--- src/logic/bus_if_map.svh ---
// constants of the processor-side bus interface
`ifndef BUS_IF_MAP_SVH
`define BUS_IF_MAP_SVH
`define HOST_MEM_BYTES 13'h1000
`define PERIPH_MEM_BYTES 12'h099E
`define DESC_HDR_BYTES 13'h0008
`define MAX_LIST_BLOCKS 6'h20
`define EP_AREAS 5'h10
`define EP_FIXED 5'h02
`define EP_MIN_BYTES 10'h010
`define EP_MAX_BYTES 10'h3FF
`define CMD_INDEX_LSB 0
`define CMD_INDEX_MSB 7
`define DMA_WORD_BYTES 16'h0002
`endif

--- src/logic/bus_if_pkg.sv ---
// types shared by the processor-side bus interface
package bus_if_pkg;
   // raw processor pins, all active levels as on the wire
   typedef struct packed {
      logic cs_n;
      logic a1;
      logic a0;
      logic rd_n;
      logic wr_n;
      logic host_dma_ack_n;
      logic periph_dma_ack_n;
   } pin_bus_t;

   // one access handed to the internal controllers
   typedef struct packed {
      logic [7:0] cmd_index;
      logic [15:0] wdata;
      logic periph;
      logic dma;
      logic hi_word;
   } reg_req_t;

   // which controller owns the data bus
   typedef enum logic [3:0] {
      PATH_NONE = 4'b0001,
      PATH_HOST = 4'b0010,
      PATH_PERIPH = 4'b0100,
      PATH_OFF = 4'b1000
   } path_t;
endpackage

--- src/logic/dual_controller_bus_interface.sv ---
// processor bus interface: path select, phases, dma and buffer layout
`timescale 1ns/1ps
`include "bus_if_map.svh"

// Contract
// - A1 low host, high peripheral
// - command phase then data phase, A0 selects
// - registers by PIO, buffers by PIO or DMA
// - chip select active: decode A1, ignore acks
// - chip select idle: ignore A1, serve DMA
// - ack without own request is ignored
// - both requests and acks: interface off
// - DMA drives bus by ack, else none
// - host areas packed from zero in order
// - interrupt/async areas split into equal blocks
// - iso next header rounds to four bytes
// - peripheral sixteen areas, no direct addressing
// - all endpoints configured before allocation
// - four processor locations reach everything
// - channel one host, channel two peripheral
// - internal end-of-transfer stops DMA
// - command index in lower byte
// - 32-bit access: one command, two data
// - read strobe data only; command write-only
module dual_controller_bus_interface (
   input wire logic i_clk, // 125 MHz clock
   input wire logic i_rst_n, // async reset, active low
   input wire logic i_ce, // clock enable, freezes all state
   input wire bus_if_pkg::pin_bus_t i_pins, // processor pins, asynchronous
   input wire logic [15:0] i_data, // data bus input
   output logic [15:0] o_data, // data bus output value
   output logic o_data_oe, // data bus output enable
   input wire logic i_host_dma_want, // host side wants a dma transfer
   input wire logic i_periph_dma_want, // peripheral side wants a dma transfer
   input wire logic [15:0] i_host_dma_bytes, // host dma byte count
   input wire logic [15:0] i_periph_dma_bytes, // peripheral dma byte count
   output logic o_host_dma_request, // channel one request pin
   output logic o_periph_dma_request, // channel two request pin
   output logic o_end_of_transfer, // one-cycle pulse, dma ended
   input wire logic [15:0] i_host_rdata, // host controller read data
   input wire logic [15:0] i_periph_rdata, // peripheral read data
   output bus_if_pkg::reg_req_t o_req, // access details
   output logic o_cmd_strobe, // pulse, command index taken
   output logic o_wr_strobe, // pulse, data word written
   output logic o_rd_strobe, // pulse, data word read
   output bus_if_pkg::path_t o_path, // current bus owner
   input wire logic [12:0] i_iso_area_size, // each iso area, bytes
   input wire logic [12:0] i_interrupt_area_size, // interrupt area, bytes
   input wire logic [12:0] i_async_area_size, // async area, bytes
   input wire logic [10:0] i_interrupt_block_size, // payload per block
   input wire logic [10:0] i_async_block_size, // payload per block
   input wire logic [4:0] i_block_sel, // block number to locate
   output logic [12:0] o_iso_list_b_start, // second iso area start
   output logic [12:0] o_interrupt_list_start, // interrupt area start
   output logic [12:0] o_async_list_start, // async area start
   output logic [12:0] o_unused_start, // first unused byte
   output logic [12:0] o_interrupt_block_addr, // selected block header
   output logic [12:0] o_async_block_addr, // selected block header
   input wire logic [12:0] i_iso_hdr_addr, // current iso header address
   input wire logic [9:0] i_iso_total_size, // its payload size
   output logic [12:0] o_iso_next_hdr, // next iso header address
   input wire logic [15:0] i_ep_configured, // endpoint area configured
   input wire logic [15:0][9:0] i_ep_size, // endpoint area sizes
   output logic o_periph_alloc_ok, // peripheral buffer may be laid out
   input wire logic i_direct_mode // software selected direct addressing
);
   // ----------------------------------------------------------------
   // pin synchronisers
   // ----------------------------------------------------------------
   bus_if_pkg::pin_bus_t pin_s1_q;
   bus_if_pkg::pin_bus_t pin_s2_q;
   bus_if_pkg::pin_bus_t pin_d3_q;
   logic [15:0] data_s1_q;
   logic [15:0] data_s2_q;

   // two flops on every pin; third copy only for edge detection
   always_ff @(posedge i_clk or negedge i_rst_n) begin
      if (!i_rst_n) begin
         pin_s1_q <= 7'h7F;
         pin_s2_q <= 7'h7F;
         pin_d3_q <= 7'h7F;
         data_s1_q <= 16'h0000;
         data_s2_q <= 16'h0000;
      end else if (i_ce) begin
         pin_s1_q <= i_pins;
         pin_s2_q <= pin_s1_q;
         pin_d3_q <= pin_s2_q;
         data_s1_q <= i_data;
         data_s2_q <= data_s1_q;
      end
   end

   // ----------------------------------------------------------------
   // path selection
   // ----------------------------------------------------------------
   logic [1:0] req_q;
   logic cs_act;
   logic ack1;
   logic ack2;
   logic pio_host;
   logic pio_periph;
   logic dma_host;
   logic dma_periph;
   logic bus_off;
   bus_if_pkg::path_t path_w;

   assign cs_act = ~pin_s2_q.cs_n;
   assign ack1 = ~pin_s2_q.host_dma_ack_n;
   assign ack2 = ~pin_s2_q.periph_dma_ack_n;
   // chip select wins; acks are not even looked at then
   assign pio_host = cs_act & ~pin_s2_q.a1;
   assign pio_periph = cs_act & pin_s2_q.a1;
   // a1 is ignored here; an ack counts only with its own request
   assign dma_host = ~cs_act & ack1 & req_q[0];
   assign dma_periph = ~cs_act & ack2 & req_q[1];
   // both channels fully handshaking at once is a hazard: back off
   assign bus_off = ~cs_act & (&req_q) & ack1 & ack2;
   assign path_w = bus_off ? bus_if_pkg::PATH_OFF :
                   pio_host ? bus_if_pkg::PATH_HOST :
                   pio_periph ? bus_if_pkg::PATH_PERIPH :
                   dma_host ? bus_if_pkg::PATH_HOST :
                   dma_periph ? bus_if_pkg::PATH_PERIPH :
                   bus_if_pkg::PATH_NONE;

   // ----------------------------------------------------------------
   // strobe decode
   // ----------------------------------------------------------------
   logic rd_fall;
   logic wr_fall;
   logic is_dma;
   logic is_periph;
   logic sel_ok;
   logic cmd_wr;
   logic data_wr;
   logic data_rd;
   assign rd_fall = pin_d3_q.rd_n & ~pin_s2_q.rd_n;
   assign wr_fall = pin_d3_q.wr_n & ~pin_s2_q.wr_n;
   assign is_dma = ~cs_act;
   assign is_periph = (path_w == bus_if_pkg::PATH_PERIPH);
   assign sel_ok = (path_w == bus_if_pkg::PATH_HOST) | is_periph;
   // four pio locations plus dma; commands are pio writes with a0 high
   assign cmd_wr = wr_fall & cs_act & pin_s2_q.a0;
   // dma never reaches registers: it is always a buffer data phase
   assign data_wr = wr_fall & sel_ok & (is_dma | ~pin_s2_q.a0);
   // reads of a command port are ignored
   assign data_rd = rd_fall & sel_ok & (is_dma | ~pin_s2_q.a0);

   // ----------------------------------------------------------------
   // command and data phases
   // ----------------------------------------------------------------
   bus_if_pkg::reg_req_t req_q_s;
   logic cmd_stb_q;
   logic wr_stb_q;
   logic rd_stb_q;
   logic hi_q;
   logic eot_q;
   logic [1:0] eot_w;

   // the index byte is kept; later data phases alternate low/high word
   always_ff @(posedge i_clk or negedge i_rst_n) begin
      if (!i_rst_n) begin
         req_q_s <= '0;
         cmd_stb_q <= 1'b0;
         wr_stb_q <= 1'b0;
         rd_stb_q <= 1'b0;
         hi_q <= 1'b0;
         eot_q <= 1'b0;
      end else if (i_ce) begin
         cmd_stb_q <= cmd_wr;
         wr_stb_q <= data_wr;
         rd_stb_q <= data_rd;
         eot_q <= |eot_w; // one pulse for either channel's last word
         if (cmd_wr) begin
            // upper byte is zero by protocol and not kept
            req_q_s.cmd_index <= data_s2_q[`CMD_INDEX_MSB:`CMD_INDEX_LSB];
            req_q_s.periph <= pin_s2_q.a1;
            req_q_s.dma <= 1'b0;
            req_q_s.hi_word <= 1'b0;
            hi_q <= 1'b0;
         end else if (data_wr | data_rd) begin
            req_q_s.wdata <= data_s2_q;
            req_q_s.periph <= is_periph;
            req_q_s.dma <= is_dma;
            req_q_s.hi_word <= hi_q;
            hi_q <= ~hi_q;
         end
      end
   end

   // ----------------------------------------------------------------
   // data bus drive
   // ----------------------------------------------------------------
   logic [15:0] data_q;
   logic oe_q;
   bus_if_pkg::path_t path_q;
   logic drive;
   // only a selected data read drives; off or idle leaves the bus open
   assign drive = ~pin_s2_q.rd_n & sel_ok & (is_dma | ~pin_s2_q.a0);

   always_ff @(posedge i_clk or negedge i_rst_n) begin
      if (!i_rst_n) begin
         data_q <= 16'h0000;
         oe_q <= 1'b0;
         path_q <= bus_if_pkg::PATH_NONE;
      end else if (i_ce) begin
         oe_q <= drive;
         data_q <= is_periph ? i_periph_rdata : i_host_rdata;
         path_q <= path_w;
      end
   end

   // ----------------------------------------------------------------
   // dma channels: request and end of transfer
   // ----------------------------------------------------------------
   // bit 0 is channel one (host buffer), bit 1 channel two (peripheral)
   logic [1:0] want;
   logic [1:0] word_done;
   logic [1:0] done_q;
   logic [15:0] bytes_in [2];
   logic [15:0] cnt_q [2];
   assign want = {i_periph_dma_want, i_host_dma_want};
   assign word_done = {dma_periph, dma_host} & {2{data_wr | data_rd}};
   assign bytes_in[0] = i_host_dma_bytes;
   assign bytes_in[1] = i_periph_dma_bytes;

   // the external controller paces words; the count decides the end
   for (genvar c = 0; c < 2; c++) begin : g_chan
      assign eot_w[c] = word_done[c] & (cnt_q[c] <= `DMA_WORD_BYTES);
      always_ff @(posedge i_clk or negedge i_rst_n) begin
         if (!i_rst_n) begin
            req_q[c] <= 1'b0;
            done_q[c] <= 1'b0;
            cnt_q[c] <= 16'h0000;
         end else if (i_ce) begin
            if (!want[c]) begin
               done_q[c] <= 1'b0;
               req_q[c] <= 1'b0;
            end else if (!req_q[c] && !done_q[c]) begin
               req_q[c] <= 1'b1;
               cnt_q[c] <= bytes_in[c];
            end else if (eot_w[c]) begin
               req_q[c] <= 1'b0;
               done_q[c] <= 1'b1;
            end else if (word_done[c]) begin
               cnt_q[c] <= cnt_q[c] - `DMA_WORD_BYTES;
            end
         end
      end
   end

   // ----------------------------------------------------------------
   // host buffer layout
   // ----------------------------------------------------------------
   logic [12:0] iso_b_w;
   logic [12:0] int_w;
   logic [12:0] async_w;
   logic [12:0] unused_w;
   logic [16:0] int_off;
   logic [16:0] async_off;
   logic [12:0] iso_pad;
   // starts follow the sizes combinationally, so any change takes effect
   assign iso_b_w = i_iso_area_size;
   assign int_w = 13'(iso_b_w + i_iso_area_size);
   assign async_w = 13'(int_w + i_interrupt_area_size);
   assign unused_w = 13'(async_w + i_async_area_size);
   // each block holds header plus fixed payload
   assign int_off = 17'(i_block_sel) * 17'(13'(i_interrupt_block_size) + `DESC_HDR_BYTES);
   assign async_off = 17'(i_block_sel) * 17'(13'(i_async_block_size) + `DESC_HDR_BYTES);
   // payload padded up to a double-word boundary
   assign iso_pad = 13'((14'(i_iso_total_size) + 14'h0003) & 14'h3FFC);

   always_ff @(posedge i_clk or negedge i_rst_n) begin
      if (!i_rst_n) begin
         o_iso_list_b_start <= 13'h0000;
         o_interrupt_list_start <= 13'h0000;
         o_async_list_start <= 13'h0000;
         o_unused_start <= 13'h0000;
         o_interrupt_block_addr <= 13'h0000;
         o_async_block_addr <= 13'h0000;
         o_iso_next_hdr <= 13'h0000;
      end else if (i_ce) begin
         o_iso_list_b_start <= iso_b_w;
         o_interrupt_list_start <= int_w;
         o_async_list_start <= async_w;
         o_unused_start <= unused_w;
         o_interrupt_block_addr <= 13'(int_w + int_off[12:0]);
         o_async_block_addr <= 13'(async_w + async_off[12:0]);
         o_iso_next_hdr <= 13'(i_iso_hdr_addr + `DESC_HDR_BYTES + iso_pad);
      end
   end

   // ----------------------------------------------------------------
   // peripheral buffer allocation gate
   // ----------------------------------------------------------------
   logic [15:0] ep_ok;
   logic alloc_ok_q;
   // fixed control areas need no size check; others must be in range
   for (genvar e = 0; e < 16; e++) begin : g_ep
      if (e < `EP_FIXED) begin : g_fixed
         assign ep_ok[e] = i_ep_configured[e];
      end else begin : g_prog
         assign ep_ok[e] = i_ep_configured[e] & (i_ep_size[e] >= `EP_MIN_BYTES) &
                           (i_ep_size[e] <= `EP_MAX_BYTES);
      end
   end

   // direct addressing has no meaning for the peripheral buffer
   always_ff @(posedge i_clk or negedge i_rst_n) begin
      if (!i_rst_n) begin
         alloc_ok_q <= 1'b0;
      end else if (i_ce) begin
         alloc_ok_q <= (&ep_ok) & ~i_direct_mode;
      end
   end

   // ----------------------------------------------------------------
   // outputs
   // ----------------------------------------------------------------
   assign o_data = data_q;
   assign o_data_oe = oe_q;
   assign o_host_dma_request = req_q[0];
   assign o_periph_dma_request = req_q[1];
   assign o_end_of_transfer = eot_q;
   assign o_req = req_q_s;
   assign o_cmd_strobe = cmd_stb_q;
   assign o_wr_strobe = wr_stb_q;
   assign o_rd_strobe = rd_stb_q;
   assign o_path = path_q;
   assign o_periph_alloc_ok = alloc_ok_q;
endmodule

--- config.mk ---
export PLATFORM = sky130hd
export DESIGN_NAME = dual_controller_bus_interface
export DESIGN_NICKNAME = d
export VERILOG_FILES = /design/src/logic/bus_if_pkg.sv /design/src/logic/dual_controller_bus_interface.sv
export VERILOG_INCLUDE_DIRS = /design/src /design/src/logic
export SDC_FILE = /design/constraint.sdc
export NUM_CORES = 1
export LEC_CHECK = 0
export BUFFER_PORTS_ARGS = -buffer_cell sky130_fd_sc_hd__clkbuf_2
export CAP_MARGIN = 20
export CELL_PAD_IN_SITES_DETAIL_PLACEMENT = 1
export CELL_PAD_IN_SITES_GLOBAL_PLACEMENT = 1
export CORE_UTILIZATION = 30
export DETAILED_ROUTE_END_ITERATION = 7
export PLACE_DENSITY = 0.73
export SETUP_SLACK_MARGIN = 0.3
export SYNTH_ARGS = -nofsm -noshare
export SYNTH_HDL_FRONTEND = slang
export SYNTH_SLANG_ARGS = --single-unit
--- constraint.sdc ---
create_clock -name i_clk -period 6.9 [get_ports i_clk]
set_input_delay 1.035 -clock i_clk [delete_from_list [all_inputs] [get_ports i_clk]]
set_output_delay 1.035 -clock i_clk [all_outputs]
set_load 0.1 [all_outputs]
==> flow_metrics.tcl, run 1 <==
set metrics [dict create \
    status "completed" \
    synthFlopType "dfrtp_1" \
    setup.worst_path.end_class "register" \
    dp_hpwl_um 35890 \
    synth_common_cells "dfrtp_1, mux2_2, inv_1" \
    ys_top_cells_by_area "dfrtp_1, fa_1, mux2_2" \
    synth_edf_count 0 \
    viasPerCell 4.945 \
    fin_nets 2349 \
    grt_pass1_vias 13511 \
    cts_buffers 27 \
    drtAntennaViolNets 0 \
    io_buffers 426 \
    ctsHoldBuffers 0 \
    root_buffer "clkbuf_16" \
    htree_num_levels 1 \
    start_util 0.3054 \
    synth_top_area_cell "dfrtp_1" \
    die_h_um 222.7 \
    syn_area_per_cell_sq_um 10.13 \
    grt_overflow 0 \
    instances_no_fill 2475 \
    die_area_sq_um 49600 \
    grt_pass1_wl_um 73190 \
    clock_latency_ns 0.55 \
    tritoncts_num_sinks 216 \
    ios 504 \
    seq_area_frac_synth 0.3713 \
    ys.warnings.count 0 \
    post-synth-top-count-cell "dfrtp_1" \
    gp_congestion 0.8337 \
    hold_viol 0 \
    p_leak_nw 8.752 \
    maxCapViolations 0 \
    hold_slack_ns 0.4712 \
    power.density_nw_per_um2 424.4 \
    final_util 0.3798 \
    period_minus_slack_ns 6.083 \
    die_w_um 222.7 \
    ir_drop_uv 377.6 \
    totalWireLength_um 45570 \
    crit_fanout 5 \
    cts_setup_buffers 0 \
    antenna_found_initial 3 \
    dp.cells 2426 \
    rsz0062_at_grt "false" \
    crit_required_ns 7.29 \
    drtIter0Drc 418 \
    slew_headroom 0.3844 \
    finalPower_mw 7.711 \
    crit_type "input pin to register" \
    worst_pin_slew_ns 0.9234 \
    fin_setup_tns_ns 0 \
    finalMaxSlewViolations 0 \
    min_period_over_period 0.8816 \
    syn_nets 1951 \
    dr.pass1.iters 4 \
    core_sq_um 47850 \
    synthArstFlopShare 1.000 \
    crit_arrival_ns 6.47 \
    rows 80 \
    diodes 0 \
    wl_per_cell_um 18.41 \
    synth_top_area_share 0.3408 \
    area_growth_pct 24.34 \
    ctsResizeCount 0 \
    max_freq_mhz 164.4 \
    clk_pin_slew_ns 0.06 \
    clock_path_buffers 3 \
    fin_worst_skew_ns 0.01559 \
    vias 12238 \
    grt_max_degree 84 \
    cts_tree "yes" \
    yosysUniqueCellTypes 63 \
    synth_area_sq_um 14610 \
    grt_usage 0.1857 \
    ys_ff_latch 216 \
    cp-start-kind "input pin" \
    syn_inst 1442 \
    setup_viol_count_final 0 \
    drive_gt1_frac 0.3435 \
    hold_class "input pin to async pin" \
    drc 0 \
]
-- per-stage QoR --
stage | cell area (sq um) | setup slack (ns)
after floorplan | 14610 | 1.110
after global placement | 17290 | 0.4143
after detailed placement | 17290 | 0.2578
after CTS | 18170 | 0.8047
after global routing | 18170 | 0.5026
final | 18170 | 0.8167
-- sequential cells by signal, summed over array words and instances (netlist names), 4 cells and up --
| register | count |
|---|---|
| o_interrupt_block_addr | 13 |
| o_iso_next_hdr | 13 |
| o_unused_start | 13 |
| data_s2_q | 16 |
| pin_s2_q | 6 |
| pin_s1_q | 7 |
| o_iso_list_b_start | 13 |
| o_req | 27 |
| o_async_list_start | 13 |
| o_async_block_addr | 13 |
| o_path | 4 |
| data_s1_q | 16 |
| cnt_q | 32 |
| o_data | 16 |
-- layer usage --
metal,up-vias,part of all wire,GRT usage
met3,77,0.063,0.04417
met2,309,0.49,0.3225
met1,6118,0.41,0.2256
li1,5732,-,-
met4,2,0.030,0.05873
met5,-,0.00029,0
-- where the power goes --
part | switching (mW) | leakage [nW] | internal (mW)
Clock | 0.583 | 0.439 | 0.836
Sequential | 0.257 | 2.53 | 1.65
Combinational | 3.23 | 5.78 | 1.15
Total | 4.07 | 8.75 | 3.64
-- kinds of logic after synthesis --
kind of cell	share of synthesized area
xor+xnor	0.04443
other cells	0.0002566
buf+inv	0.05497
fa+ha+maj	0.1688
flops	0.3713
compound gates	0.1110
mux	0.1161
simple gates	0.1331
-- worst paths after layout --
check                                   start                     end  slack, ns  depth (start not counted)
max                        i_iso_area_size[0]  o_async_block_addr[12]       0.82                         21
min                                   i_rst_n               o_data[0]       0.47                          1
max reg2reg                         cnt_q[26]               cnt_q[29]       4.05                          7
min reg2reg                         o_path[0]               o_path[0]       0.49                          1
max in group asynchronous             i_rst_n       o_iso_next_hdr[8]       4.99                          2
min in group i_clk                  o_path[0]               o_path[0]       0.49                          1
-- layout by cell type (no fill, tap or decap), drive strengths merged, types with 12 or more instances in the layout --
cell type,count
a21o,16
a21oi,103
and2,46
clkbuf,459
dfrtp,199
dfstp,17
fa,77
ha,74
inv,133
mux2,132
mux2i,21
nand2,105
nand2b,12
nand3,23
nor2,77
nor2b,19
nor3,30
nor4,14
o21ai,63
or3,13
or4,18
xnor2,48
xor2,21
-- critical path: stages --
cell and delay (ns):
clkbuf_2 0.10, ha_1 0.24, fa_1 0.41, a21o_1 0.19, a21oi_1 0.21, o21bai_1 0.09
a21oi_1 0.31, o21bai_1 0.17, a21oi_1 0.31, xnor2_1 0.20, fa_1 0.60, fa_1 0.45
fa_1 0.55, inv_1 0.05, ha_1 0.35, a21oi_1 0.21, nand2_1 0.08, o21ai_0 0.15
xnor3_1 0.50, xnor2_1 0.17, a21oi_1 0.08
-- area by class of cell --
type,instances,area (sq um)
Sequential cell,216,5426
Clock inverter,14,133.9
Tap cell,615,769.5
Inverter,131,491.7
Fill cell,5600,29670
Clock buffer,35,745.7
Timing Repair Buffer,435,2216
Multi-Input combinational cell,1029,8388
No activity file was read; power rests on OpenSTA's default activity.
==> run 2: changes to the inputs <==
--- a/config.mk
+++ b/config.mk
@@ -10,9 +10,10 @@
 export CAP_MARGIN = 20
 export CELL_PAD_IN_SITES_DETAIL_PLACEMENT = 1
 export CELL_PAD_IN_SITES_GLOBAL_PLACEMENT = 1
-export CORE_UTILIZATION = 30
+export CORE_AREA = 2 2 196 198
 export DETAILED_ROUTE_END_ITERATION = 7
-export PLACE_DENSITY = 0.73
+export DIE_AREA = 0 0 198 200
+export PLACE_DENSITY = 0.9
 export SETUP_SLACK_MARGIN = 0.3
 export SYNTH_ARGS = -nofsm -noshare
 export SYNTH_HDL_FRONTEND = slang
==> constraint.sdc (replaced) <==
create_clock -name i_clk -period 6.9 [get_ports i_clk]
set_input_delay 0.69 -clock i_clk [delete_from_list [all_inputs] [get_ports i_clk]]
set_output_delay 0.69 -clock i_clk [all_outputs]
set_load 0.1 [all_outputs]
==> run 2 against run 1 <==
Count of clock-buffer cells in the layout fell by 4. Die area decreased by 20%. Hold slack got worse by 0.30 ns. Critical endpoint unchanged. Largest cell class unchanged. Highest routed layer unchanged.
==> flow_metrics.tcl, run 2 (synthesis gave the netlist of run 1 again) <==
set metrics [dict create \
    dr.pass1.iters 5 \
    fin_nets 2346 \
    fillers 4300 \
    die_w_um 198 \
    clock_path_buffers 3 \
    grt_overflow 0 \
    grt_max_degree 108 \
    start_util 0.3908 \
    regMostFlops "cnt_q" \
    cts_tree "yes" \
    fin_setup_tns_ns 0 \
    fin_worst_skew_ns 0.02955 \
    hold_class "input pin to async pin" \
    busiest_layer "met2" \
    r2r_cells 7 \
    r2r_slack_ns 3.94 \
    final_util 0.4831 \
    final_common_cell "clkbuf_2" \
    die_area_sq_um 39600 \
    drc 0 \
    p_leak_nw 8.746 \
    vias 12813 \
    crit_required_ns 7.38 \
    area_growth_pct 23.62 \
    crit_fanout 5 \
    cp-start-kind "input pin" \
    cts_buffers 26 \
    crit_arrival_ns 6.33 \
    seq_area_sq_um 5426 \
    slew_headroom 0.3837 \
    ios 504 \
    clk_pin_slew_ns 0.07 \
    use_met2 0.4714 \
    antenna_found_initial 4 \
    maxCapViolations 0 \
    max_stage_delay_ns 0.57 \
    ir_drop_uv 371.1 \
    grt_pass1_vias 14519 \
    multi_input_area_sq_um 8388 \
    grt_usage 0.2597 \
    final_cell_mix "clkbuf_2, dfrtp_1, mux2_2" \
    use_met1 0.2829 \
    critPathMostFrequentCell "a21oi_1" \
    ctsHoldBuffers 0 \
    power.density_nw_per_um2 437.2 \
    setup_viol_count_final 0 \
    totalWireLength_um 51250 \
    preCtsSetupSlack_ns 0.5609 \
    reg2reg_to "cnt_q[29]" \
    gp_congestion 0.8437 \
    min_period_over_period 0.8476 \
    tritoncts_num_sinks 216 \
    use_met3 0.06855 \
    crit_type "input pin to register" \
    dp_hpwl_um 38850 \
    largest_reg_flops 32 \
    timing.rr.start "cnt_q[26]" \
    drtAntennaViolNets 0 \
    hold_viol 0 \
    io_buffers 426 \
    core_sq_um 37400 \
    cts_setup_buffers 0 \
    worst_pin_slew_ns 0.9244 \
    clock_latency_ns 0.57 \
    viasPerCell 5.411 \
    root_buffer "clkbuf_16" \
    status "completed" \
    finalMaxSlewViolations 0 \
    drtIter0Drc 425 \
    rsz0062_at_grt "false" \
    max_freq_mhz 171.0 \
    drive_gt1_frac 0.3443 \
    ctsResizeCount 0 \
    htree_num_levels 1 \
    finalWorstSetupSlack_ns 1.052 \
    slowest_stage "fa_1" \
    wl_per_cell_um 21.64 \
    die_h_um 200 \
    setup.worst_path.end_class "register" \
    rows 71 \
    period_minus_slack_ns 5.848 \
    grt_pass1_wl_um 79760 \
    cp_cell_sequence "clkbuf_2, ha_1, fa_1, a21o_1, a21oi_1, o21bai_1, a21oi_1, o21bai_1, a21oi_1, xnor2_1, fa_1, fa_1, fa_1, inv_1, ha_1, a21oi_1, nand2_1, o21ai_0, xnor3_1, xnor2_1, a21oi_1" \
]
## run 2: changes by cell type in the layout (fill, tap and decap cells not counted)
cell,before,now
buf_4,9,7
bufinv_16,2,3
clkbuf_1,4,0
clkbuf_16,27,26
clkbuf_8,4,5
clkinv_16,0,1
clkinv_2,8,6
clkinv_4,1,0
clkinvlp_4,1,4
diode_2,0,1
## run 2: per-layer routing
metal | wire (um) | share of wire
met1 | 18920 | 0.37
met2 | 26060 | 0.51
met3 | 3671 | 0.072
met4 | 2578 | 0.050
met5 | 25 | 0.00049
## run 2: how the worst max path moves through the flow
stage | from | end | slack [ns] | cells after the start
2_1_floorplan | i_iso_area_size[0] | o_async_block_addr[12] | 1.45 | 20
3_3_place_gp | i_iso_area_size[0] | o_async_block_addr[12] | 0.89 | 21
3_5_place_dp | i_iso_area_size[0] | o_async_block_addr[12] | 0.56 | 21
4_1_cts | i_iso_area_size[0] | o_async_block_addr[12] | 1.09 | 21
5_1_grt | i_iso_area_size[0] | o_async_block_addr[12] | 0.76 | 21
6_report | i_iso_area_size[0] | o_async_block_addr[12] | 1.05 | 21
## run 2: per-stage QoR
stage	instances	instance area, sq um	hold WS (ns)	total power [mW]
finish	2368	18070	0.1686	7.899
global route	2367	18060	0.2172	8.319
CTS	2367	18060	0.2055	7.946
detailed placement	2320	17150	0.4759	6.395
global placement	2320	17150	0.4657	6.181
floorplan	1442	14610	0.3944	5.356
## run 2: cell type report
type,instances,area share
clock inverter,16,0.01094
multi-input combinational,1029,0.4643
clock buffer,31,0.03982
antenna,1,0.0001385
sequential,216,0.3004
timing repair buffer,433,0.1218
tap,511,0.03539
inverter,131,0.02722
## run 2: worst max-delay path, delay by kind of cell
| family | cells | cell delay, ns |
|---|---|---|
| AO/OA/AOI/OAI | 9 | 2.00 |
| XOR/XNOR | 3 | 0.77 |
| adder cells (fa/ha/maj) | 6 | 2.61 |
| buffers and inverters | 2 | 0.16 |
| AND/OR/NAND/NOR | 1 | 0.08 |
## run 2: where the power goes
part	switching (mW)	total [mW]	internal, mW
combinational	3.32	4.48	1.16
clock	0.606	1.47	0.863
sequential	0.294	1.95	1.65
total	4.22	7.90	3.68
==> run 3: changes to the inputs <==
--- a/config.mk
+++ b/config.mk
@@ -10,10 +10,9 @@
 export CAP_MARGIN = 20
 export CELL_PAD_IN_SITES_DETAIL_PLACEMENT = 1
 export CELL_PAD_IN_SITES_GLOBAL_PLACEMENT = 1
-export CORE_AREA = 2 2 196 198
+export CORE_UTILIZATION = 35
 export DETAILED_ROUTE_END_ITERATION = 7
-export DIE_AREA = 0 0 198 200
-export PLACE_DENSITY = 0.9
+export PLACE_DENSITY = 0.85
 export SETUP_SLACK_MARGIN = 0.3
 export SYNTH_ARGS = -nofsm -noshare
 export SYNTH_HDL_FRONTEND = slang
==> constraint.sdc (replaced) <==
create_clock -name i_clk -period 5.2 [get_ports i_clk]
set_input_delay 0.52 -clock i_clk [delete_from_list [all_inputs] [get_ports i_clk]]
set_output_delay 0.52 -clock i_clk [all_outputs]
set_load 0.1 [all_outputs]
==> run 3 against run 2 <==
The flow now finishes with violations (DRC, hold timing). Worst setup slack worse by 0.63 ns. First-iteration DRC count is 28% higher. Cell count increased by 2.3%. Register-to-register slack got worse by 1.7 ns. Count of clock-buffer cells in the layout rose by 6. Routed wire length decreased by 3.4%. Sequential cell count unchanged. Clock skew fell by 0.00078 ns. Die area increased by 7.5%. Critical path type unchanged.
==> flow_metrics.tcl, run 3 (synthesis gave the netlist of run 1 again) <==
set metrics [dict create \
    status "complete, but fails checks" \
    violations "DRC, hold timing" \
    fin_nets 2380 \
    instances_no_fill 2423 \
    p_leak_nw 8.939 \
    crit_arrival_ns 5.18 \
    fillers 4699 \
    power_switching_mw 5.536 \
    crit_type "input pin to register" \
    tritoncts_num_sinks 216 \
    regMostFlops "cnt_q" \
    rows 74 \
    r2r_slack_ns 2.28 \
    cp-start-kind "input pin" \
    grt_overflow 0 \
    power_frac_seq 0.244 \
    rsz0062_at_grt "true" \
    dp.cells 2370 \
    maxCapViolations 0 \
    die_h_um 206.3 \
    htree_num_levels 1 \
    ctsHoldBuffers 0 \
    grt_pass1_wl_um 77420 \
    drive_gt1_frac 0.3661 \
    totalWireLength_um 49520 \
    wl_per_cell_um 20.44 \
    crit_fanout 3 \
    root_buffer "clkbuf_16" \
    max_freq_mhz 209.5 \
    final_util 0.4508 \
    setup_viol_count_final 0 \
    grt_max_degree 120 \
    clock_path_buffers 3 \
    drtIter0Drc 545 \
    dp_hpwl_um 38500 \
    pwr-share-clk 0.182 \
    ir_drop_uv 601.1 \
    die_w_um 206.3 \
    hold_slack_ns -0.02256 \
    gp_congestion 0.8343 \
    die_area_sq_um 42580 \
    period_minus_slack_ns 4.774 \
    final_common_cell "clkbuf_2" \
    crit_required_ns 5.60 \
    clock_latency_ns 0.57 \
    core_sq_um 41020 \
    area_growth_pct 26.52 \
    switching_share 0.5245 \
    cts_buffers 26 \
    hold_class "input pin to async pin" \
    hold_viol 8 \
    io_buffers 426 \
    p_int_mw 5.018 \
    drc 108 \
    final_cell_mix "clkbuf_2, dfrtp_1, mux2_2" \
    antenna_found_initial 1 \
    clk_pin_slew_ns 0.06 \
    vias 12644 \
    worst_pin_slew_ns 1.003 \
    drtAntennaViolNets 0 \
    largest_reg_flops 32 \
    grt_pass1_vias 14259 \
    ios 504 \
    viasPerCell 5.218 \
    start_util 0.3563 \
    comb_power_share 0.574 \
    slew_headroom 0.3310 \
    fin_worst_skew_ns 0.02877 \
    grt_usage 0.2335 \
    power.density_nw_per_um2 570.9 \
    setup.worst_path.end_class "register" \
    dr.pass1.iters 7 \
    min_period_over_period 0.9181 \
    cts_tree "yes" \
    finalMaxSlewViolations 0 \
]
## run 3: metrics by stage
stage               setup slack [ns]  TNS (ns)  hold WS, ns  power, mW  cell area [sq um]
finish                        0.4256         0     -0.02256      10.55              18490
global route                  0.2502         0      0.07797      11.16              18490
CTS                           0.3667         0      0.05792      10.55              18330
detailed placement           -0.2039   -0.4764       0.4738      8.550              17420
global placement            -0.01114  -0.01114       0.4677      8.289              17420
floorplan                     0.3054         0       0.2244      7.128              14640
## run 3: worst paths after layout
kind                       cells past startpoint          startpoint                      to
hold reg to reg                                1                hi_q                    hi_q
hold / removal                                 1             i_rst_n              o_data[10]
min in group i_clk                             2   i_iso_hdr_addr[0]       o_iso_next_hdr[0]
setup reg to reg                               7           cnt_q[24]               cnt_q[29]
max in group asynchronous                      2             i_rst_n  o_async_block_addr[12]
setup / recovery                              21  i_iso_area_size[0]  o_async_block_addr[12]
## run 3: worst max-delay path, cell delays in order
cell	delay (ns)
buf_6	0.10
ha_4	0.16
fa_2	0.38
a21o_1	0.18
a21oi_2	0.17
o21bai_1	0.11
a21oi_2	0.23
o21bai_2	0.12
a21oi_2	0.22
xnor2_2	0.17
fa_1	0.47
fa_1	0.50
fa_1	0.54
inv_2	0.05
ha_4	0.23
a21oi_4	0.15
nand2_1	0.06
o21ai_1	0.15
xnor3_1	0.43
xnor2_1	0.16
a21oi_1	0.08
## run 3: layout make-up
cell class | count | area (sq um) | share of cell area
Sequential cell | 216 | 5426 | 0.2935
Clock inverter | 10 | 157.7 | 0.008527
Tap cell | 532 | 665.6 | 0.03600
Multi-Input combinational cell | 1029 | 8524 | 0.4611
Clock buffer | 37 | 752.0 | 0.04067
Timing Repair Buffer | 467 | 2469 | 0.1335
Inverter | 131 | 491.7 | 0.02660
Antenna cell | 1 | 2.502 | 0.0001353
## run 3: timing repair
action,CTS,global route
gates resized for setup,0,31
buffers inserted,0,5
endpoints found under the setup margin,0,3
## run 3: power groups by stage
| stage | combinational [mW] | sequential (mW) | clock [mW] |
|---|---|---|---|
| finish | 6.06 | 2.57 | 1.92 |
| global route | 6.49 | 2.64 | 2.03 |
| CTS | 6.00 | 2.58 | 1.97 |
| detailed placement | 5.96 | 2.59 | 0 |
| global placement | 5.75 | 2.54 | 0 |
| floorplan | 2.22 | 4.91 | 0 |
## run 3: routing by layer
layer,up-vias,global-route usage,share of wire
met1,6364,0.2599,0.38
met3,113,0.05740,0.065
met2,373,0.4235,0.51
li1,5794,-,-
met4,0,0.09270,0.040
met5,-,0,0
